File: src/design/ppt_pkg.sv
// Constants and types for the port pins block with tone and divider.
// Assumes a CPU data-memory access port and option straps held static in operation.
package ppt_pkg;
  localparam logic [7:0] PPT_WIDE_ADDR = 8'h12;
  localparam logic [7:0] PPT_INPUT_ADDR = 8'h14;
  localparam logic [7:0] PPT_NARROW_ADDR = 8'h16;
  localparam logic [7:0] PPT_WIDE_RESET = 8'hff;
  localparam logic [3:0] PPT_NARROW_RESET = 4'hf;
  localparam logic [3:0] PPT_NARROW_UPPER = 4'h0;
  localparam int PPT_TONE0_BIT = 0;
  localparam int PPT_TONE1_BIT = 1;
  localparam int PPT_DIV_BIT = 3;
  localparam int PPT_FIXED_OD_LSB = 4;

  typedef struct packed {
    logic [7:0] wide_latch;
    logic [3:0] narrow_latch;
    logic [7:0] wide_pad_prev;
    logic div_level;
    logic wake_pulse;
  } ppt_state_s;
endpackage : ppt_pkg

File: src/design/ppt_pin_if.sv
// Interface carrying one bidirectional port's pin signals between modules.
// Assumes the parent resolves pads from output enables.
`timescale 1ns/1ps
`default_nettype none
interface ppt_pin_if #(parameter int W = 8);
  logic [W-1:0] latch;
  logic [W-1:0] push_pull;
  logic [W-1:0] func_en;
  logic [W-1:0] func_val;
  logic [W-1:0] pad_o;
  logic [W-1:0] pad_oe;
  modport ctrl (output latch, output push_pull, output func_en, output func_val, input pad_o, input pad_oe);
  modport drv (input latch, input push_pull, input func_en, input func_val, output pad_o, output pad_oe);
endinterface : ppt_pin_if
`default_nettype wire

File: src/design/ppt_pin_drv.sv
// Pad driver for one bidirectional port: push-pull or open-drain per line.
// Assumes pull-high resistors sit at the pad, outside this logic.
`timescale 1ns/1ps
`default_nettype none
module ppt_pin_drv #(
  parameter int W = 8
) (
  ppt_pin_if.drv pins
);
  logic [W-1:0] val;

  // Shared functions replace the latch value on their lines
  always_comb begin
    val = (pins.func_en & pins.func_val) | (~pins.func_en & pins.latch);
  end

  // Push-pull drives both levels; open-drain only pulls low
  assign pins.pad_o = val & pins.push_pull;
  assign pins.pad_oe = pins.push_pull | ~val;
endmodule : ppt_pin_drv
`default_nettype wire

File: src/design/ppt_port_top.sv
// Top of the port pins block: wide and narrow bidirectional ports, input-only port,
// tone pair and divided-frequency output. Assumes a CPU data-memory strobe interface.
`timescale 1ns/1ps
`default_nettype none
module ppt_port_top
  import ppt_pkg::*;
(
  input wire logic CLK_I,
  input wire logic RST_I,
  input wire logic CE_I,
  input wire logic [7:0] ADDR_I,
  input wire logic WR_I,
  input wire logic RD_I,
  input wire logic [7:0] WDATA_I,
  output logic [7:0] RDATA_O,
  input wire logic [3:0] WIDE_PUSH_PULL_OPT_I,
  input wire logic [7:0] WIDE_WAKE_OPT_I,
  input wire logic [3:0] NARROW_PUSH_PULL_OPT_I,
  input wire logic TONE_OPT_I,
  input wire logic DIV_OPT_I,
  input wire logic DIV_SRC_OPT_I,
  input wire logic TONE_I,
  input wire logic OVERFLOW_ZERO_I,
  input wire logic OVERFLOW_ONE_I,
  input wire logic HALT_I,
  input wire logic [7:0] WIDE_PAD_I,
  output logic [7:0] WIDE_PAD_O,
  output logic [7:0] WIDE_PAD_OE_O,
  input wire logic [7:0] INPUT_PAD_I,
  input wire logic [3:0] NARROW_PAD_I,
  output logic [3:0] NARROW_PAD_O,
  output logic [3:0] NARROW_PAD_OE_O,
  output logic WAKE_O
);
  ppt_state_s state_reg;
  ppt_state_s state_next;
  ppt_pin_if #(.W(8)) wide_if ();
  ppt_pin_if #(.W(4)) narrow_if ();
  logic overflow_sel;
  logic [7:0] wide_pp;
  logic [7:0] wide_func_en;
  logic [7:0] wide_func_val;
  logic [7:0] wake_en;

  // Selected timer overflow for the divider
  assign overflow_sel = DIV_SRC_OPT_I ? OVERFLOW_ONE_I : OVERFLOW_ZERO_I;

  // Upper wide lines are fixed open-drain
  assign wide_pp = {4'h0, WIDE_PUSH_PULL_OPT_I};

  // Wake only on open-drain lines that are optioned in
  assign wake_en = WIDE_WAKE_OPT_I & ~wide_pp;

  // Shared function enables need push-pull structure
  always_comb begin
    wide_func_en = 8'h00;
    wide_func_val = 8'h00;
    if (TONE_OPT_I && wide_pp[PPT_TONE0_BIT] && wide_pp[PPT_TONE1_BIT]) begin
      wide_func_en[PPT_TONE0_BIT] = 1'b1;
      wide_func_en[PPT_TONE1_BIT] = 1'b1;
      // Tone pair steered by latch bits 1 and 0
      if (state_reg.wide_latch[PPT_TONE0_BIT]) begin
        wide_func_val[PPT_TONE0_BIT] = 1'b0;
        wide_func_val[PPT_TONE1_BIT] = 1'b0;
      end else if (state_reg.wide_latch[PPT_TONE1_BIT]) begin
        wide_func_val[PPT_TONE0_BIT] = TONE_I;
        wide_func_val[PPT_TONE1_BIT] = 1'b0;
      end else begin
        wide_func_val[PPT_TONE0_BIT] = TONE_I;
        wide_func_val[PPT_TONE1_BIT] = ~TONE_I;
      end
    end
    if (DIV_OPT_I && wide_pp[PPT_DIV_BIT]) begin
      wide_func_en[PPT_DIV_BIT] = 1'b1;
      // Latch bit 3 set forces the pad low
      wide_func_val[PPT_DIV_BIT] = ~state_reg.wide_latch[PPT_DIV_BIT] & state_reg.div_level;
    end
  end

  // Interface wiring to the pad drivers
  assign wide_if.latch = state_reg.wide_latch;
  assign wide_if.push_pull = wide_pp;
  assign wide_if.func_en = wide_func_en;
  assign wide_if.func_val = wide_func_val;
  assign narrow_if.latch = state_reg.narrow_latch;
  assign narrow_if.push_pull = NARROW_PUSH_PULL_OPT_I;
  assign narrow_if.func_en = 4'h0;
  assign narrow_if.func_val = 4'h0;

  ppt_pin_drv #(.W(8)) u_wide (
    .pins(wide_if)
  );

  ppt_pin_drv #(.W(4)) u_narrow (
    .pins(narrow_if)
  );

  assign WIDE_PAD_O = wide_if.pad_o;
  assign WIDE_PAD_OE_O = wide_if.pad_oe;
  assign NARROW_PAD_O = narrow_if.pad_o;
  assign NARROW_PAD_OE_O = narrow_if.pad_oe;
  assign WAKE_O = state_reg.wake_pulse;

  // Read path is pad levels, not latches; sampled live in the read cycle
  always_comb begin
    RDATA_O = 8'h00;
    if (RD_I) begin
      unique case (ADDR_I)
        PPT_WIDE_ADDR: RDATA_O = WIDE_PAD_I;
        PPT_INPUT_ADDR: RDATA_O = INPUT_PAD_I;
        PPT_NARROW_ADDR: RDATA_O = {PPT_NARROW_UPPER, NARROW_PAD_I};
        default: RDATA_O = 8'h00;
      endcase
    end
  end

  // Next state: latches, divider toggle, wake detection
  always_comb begin
    state_next = state_reg;
    state_next.wake_pulse = 1'b0;
    // Whole byte goes to the latch, so read-modify-write carries pad states in
    if (WR_I && ADDR_I == PPT_WIDE_ADDR) begin
      state_next.wide_latch = WDATA_I;
    end
    if (WR_I && ADDR_I == PPT_NARROW_ADDR) begin
      state_next.narrow_latch = WDATA_I[3:0];
    end
    // Writes to the input-only address are ignored on purpose
    if (overflow_sel) begin
      state_next.div_level = ~state_reg.div_level;
    end
    // Falling edges only count while halted
    if (HALT_I && |(wake_en & state_reg.wide_pad_prev & ~WIDE_PAD_I)) begin
      state_next.wake_pulse = 1'b1;
    end
    state_next.wide_pad_prev = WIDE_PAD_I;
  end

  // State register; latches reset to ones so lines float or pull high
  always_ff @(posedge CLK_I) begin
    if (RST_I) begin
      state_reg.wide_latch <= PPT_WIDE_RESET;
      state_reg.narrow_latch <= PPT_NARROW_RESET;
      state_reg.wide_pad_prev <= PPT_WIDE_RESET;
      state_reg.div_level <= 1'b0;
      state_reg.wake_pulse <= 1'b0;
    end else if (CE_I) begin
      state_reg <= state_next;
    end
  end
endmodule : ppt_port_top
`default_nettype wire

File: config.mk
export PLATFORM = sky130hd
export DESIGN_NAME = ppt_port_top
export DESIGN_NICKNAME = d
export VERILOG_FILES = /design/src/design/ppt_pkg.sv /design/src/design/ppt_pin_if.sv /design/src/design/ppt_pin_drv.sv /design/src/design/ppt_port_top.sv
export SDC_FILE = /design/constraint.sdc
export NUM_CORES = 1
export LEC_CHECK = 0
export ABC_CLOCK_PERIOD_IN_PS = 1250
export BUFFER_PORTS_ARGS = -buffer_cell sky130_fd_sc_hd__buf_4
export CAP_MARGIN = 20
export CORE_ASPECT_RATIO = 0.9
export CORE_MARGIN = 2
export CORE_UTILIZATION = 40
export DETAILED_ROUTE_END_ITERATION = 12
export PLACE_DENSITY = 0.79
export SYNTH_ARGS = -nofsm -noshare
export SYNTH_HDL_FRONTEND = slang
export SYNTH_SLANG_ARGS = --single-unit
File: constraint.sdc
create_clock -name CLK_I -period 1.25 [get_ports CLK_I]
set_input_delay 0.0625 -clock CLK_I [delete_from_list [all_inputs] [get_ports CLK_I]]
set_output_delay 0.0625 -clock CLK_I [all_outputs]
set_load 0.1 [all_outputs]
==> impl_metrics.csv <==
group,metric,value,unit
global_routing,number_of_antenna_violations_at_the_first_check_in_global_routing,0,
logic_synthesis,synthesis_warning_total,0,
drt,drt_first_pass_iters,5,
layout,fillerInstances,209,
timing,timing.final.setup_violations,3,
die,start_util,0.427,
placed_design,numPortBuffers,92,
timing,clock-skew-final,0.00214,ns
worst_hold_path,holdCritStartpoint,"WDATA_I[2]",
power,cellInternalPower,1.35,mW
drt,detailedRoute.firstIterationViolations,57,
drt,postRouteAntennaNets,0,
run,max_cap_violations,0,
cts,clock_tree_from_tritoncts,"built",
setup_path,worstPathArrival,1.34,ns
power,pwr-share-comb,0.377,
timing,final-hold-violation-count,0,
setup_path,max_stage_delay,0.38,ns
timing,rsz0062_at_grt,"yes",
global_routing,grt_max_degree,21,
power,design_power,2.06,mW
drt,drc,0,
cts,clk_pin_slew,0.12,ns
timing,whs,0.0104,ns
setup_path,worst_r2r_path_depth,4,
cts,number_of_levels_in_the_clock_h_tree,1,
power,clock_power_share,0.266,
drt,route.detailed.wl_per_inst,14.8,µm
worst_hold_path,min-delay-path-class,"in2reg",
layout,share_of_layout_cells_above_drive_strength_1,0.508,
timing,setup_total_negative_slack,-0.246,ns
power,irDropWorstVdd,0.840,mV
global_routing,global_route.overflow_total,0,
logic_synthesis,synth_async_sr_flop_share,0,
logic_synthesis,synth_area_leader_cell,"dfxtp_1",
die,placeableCoreArea,3090,µm²
logic_synthesis,synth_top_cells_by_area,"dfxtp_1 (33%), mux2i_1 (8.3%), nor2_1 (5.7%)",
global_routing,first_global_vias,1492,
layout,layout-area-overhead-vs-synth,87.1,%
layout,finalNetCount,331,
logic_synthesis,number_of_synthesized_flops_with_an_enable_pin,0,
logic_synthesis,post-synth-top-count-cell,"dfxtp_1",
setup_path,setup.worst_path.start_class,"register",
setup_path,worst_r2r_endpoint,"WAKE_O",
power,total_leakage_power,1.15,nW
setup_path,critical_path.max_fanout,4,
drt,detail_route.vias_per_cell,4.99,
die,number_of_cell_rows,19,
cts,insertion_delay,0.31,ns
cts,max-clock-path-buffers,2,
logic_synthesis,post-synth-top-area-fraction,0.334,
logic_synthesis,seq_area_frac_synth,0.334,
outcome,violations,"setup timing",
logic_synthesis,synth_seq_cells,22,
layout,antenna_cells_inserted,0,
setup_path,r2r_path_start,"state_reg[5]",
timing,post-route-period-util,1.12,
setup_path,crit_chain,"nor4_4 > a21oi_2 > nor2b_4 > buf_12",
logic_synthesis,netlist_instances,157,
die,die-height,58.5,µm
power,p_sw,0.701,mW
layout,largest_register_ffs,9,
timing,period_needed,1.40,ns
timing,fmaxAchievable,0.713,GHz
drt,postRouteWirelength,4.55,mm
die,dieArea,3780,µm²
die,die_width,64.6,µm
placed_design,place.gp.congestion,0.823,
cts,numCtsBuffers,3,
global_routing,grt_pass1_wl,6.80,mm
logic_synthesis,library_cells_used_by_synthesis,39,
timing,final.setup.worst_slack,-0.153,ns
worst_hold_path,holdPathEnd,"narrow_if.latch[2]",
logic_synthesis,synth_top_flop_cell,"dfxtp_1",
placed_design,instance_count_after_placement_with_tap_cells_included,288,
setup_path,setup.reg_to_reg.worst_slack,0.01,ns
timing,drv_slew,0,
setup_path,category_of_the_critical_setup_timing_path,"reg2out",
logic_synthesis,mappedNetlistArea,1320,µm²
placed_design,hpwlAfterDp,3.17,mm
global_routing,global_route.usage.total,0.233,
drt,dr_total_vias,1536,
logic_synthesis,synth_commonest_cells,"dfxtp_1 (22), nor2_1 (20), nand2_1 (14)",
power,power.switching_fraction,0.341,
power,power.density,832,nW/µm²
setup_path,cp.required,1.19,ns
cts,cts-root-buf,"clkbuf_4",
setup_path,critPathCaptureType,"output port",
logic_synthesis,syn_area_per_cell,8.41,µm²
die,boundaryPins,97,
power,pwr-share-seq,0.356,
layout,final_cells,308,
outcome,status,"finished with violations",
worst_hold_path,min_path_cells,3,
setup_path,critPathSlowestCell,"dfxtp_4",
cts,cts.sink_count,22,
## metal layers
| layer | GRT usage | vias up | wire [µm] |
|---|---|---|---|
| met4 | 0.0729 | 0 | 114 |
| met3 | 0.0497 | 13 | 264 |
| li1 | - | 755 | - |
| met5 | 0 | - | 0 |
| met1 | 0.271 | 710 | 1740 |
| met2 | 0.433 | 58 | 2430 |
## layout make-up
type | count | area [µm²] | area share
Inverter | 6 | 22.5 | 0.00912
Sequential cell | 22 | 449 | 0.182
Tap cell | 42 | 52.6 | 0.0213
Multi-Input combinational cell | 121 | 912 | 0.369
Clock inverter | 1 | 30.0 | 0.0122
Clock buffer | 3 | 22.5 | 0.00912
Timing Repair Buffer | 113 | 981 | 0.397
## worst max-delay path by stage
stage                          start            end  slack (ns)  depth (start not counted)
floorplan           wide_if.latch[3]  WIDE_PAD_O[3]       -0.18                          2
global placement           ADDR_I[0]     RDATA_O[2]       -0.04                          5
detailed placement         ADDR_I[0]     RDATA_O[4]       -0.06                          5
CTS                 wide_if.latch[0]  WIDE_PAD_O[1]       -0.13                          4
global route        wide_if.latch[1]  WIDE_PAD_O[1]       -0.22                          4
finish              wide_if.latch[1]  WIDE_PAD_O[1]       -0.15                          4
## worst max-delay path: cells and delay by family (launching register included)
family          cells  cell delay [ns]
simple gates        2             0.39
buf+inv             1             0.18
flops               1             0.38
compound gates      1             0.07
## repair_timing
action,4_1_cts,5_1_grt
endpoints found under the hold margin,13,0
hold buffers,13,0
resized for setup,16,17
buffers inserted,2,1
pin swaps,6,6
setup endpoints to repair,12,12
## cells by family after synthesis
kind of cell | Yosys count | share of synthesized area
DFF | 22 | 0.334
other | 1 | 0.00284
and+or+nand+nor | 78 | 0.336
xor gates and xnor gates | 1 | 0.00664
buffers and inverters | 17 | 0.0825
AOI/OAI and AO/OA | 22 | 0.112
muxes | 16 | 0.126
## power groups by stage
| stage | combinational [mW] | clock, mW | sequential (mW) |
|---|---|---|---|
| after floorplan | 0.440 | 0 | 0.761 |
| after CTS | 0.753 | 0.555 | 0.733 |
| final | 0.776 | 0.547 | 0.733 |
| after global placement | 0.690 | 0 | 0.748 |
| after global routing | 0.813 | 0.584 | 0.734 |
| after detailed placement | 0.697 | 0 | 0.749 |
## layout by cell type (no fill, tap or decap), types with 6 or more instances in the layout
cell           netlist  layout
buf_4                5      85
dlygate4sd3_1        0      13
dfxtp_1             22      17
buf_6                1      10
nor2_4               0       8
nor3_1               6       6
nor2_1              20      12
a21oi_1              7       6
a22oi_1              8       8
nand2b_1             9       9
mux2i_1             11      11
nand2_1             14      14
## per-stage QoR
stage               worst slack [ns]  utilization  cell area [µm²]
floorplan                     -0.182            -             1420
global placement             -0.0438        0.687             2120
detailed placement           -0.0572        0.687             2120
CTS                           -0.132        0.773             2390
global route                  -0.222        0.799             2470
finish                        -0.153        0.799             2470
Power figures use the tool's default switching activity.
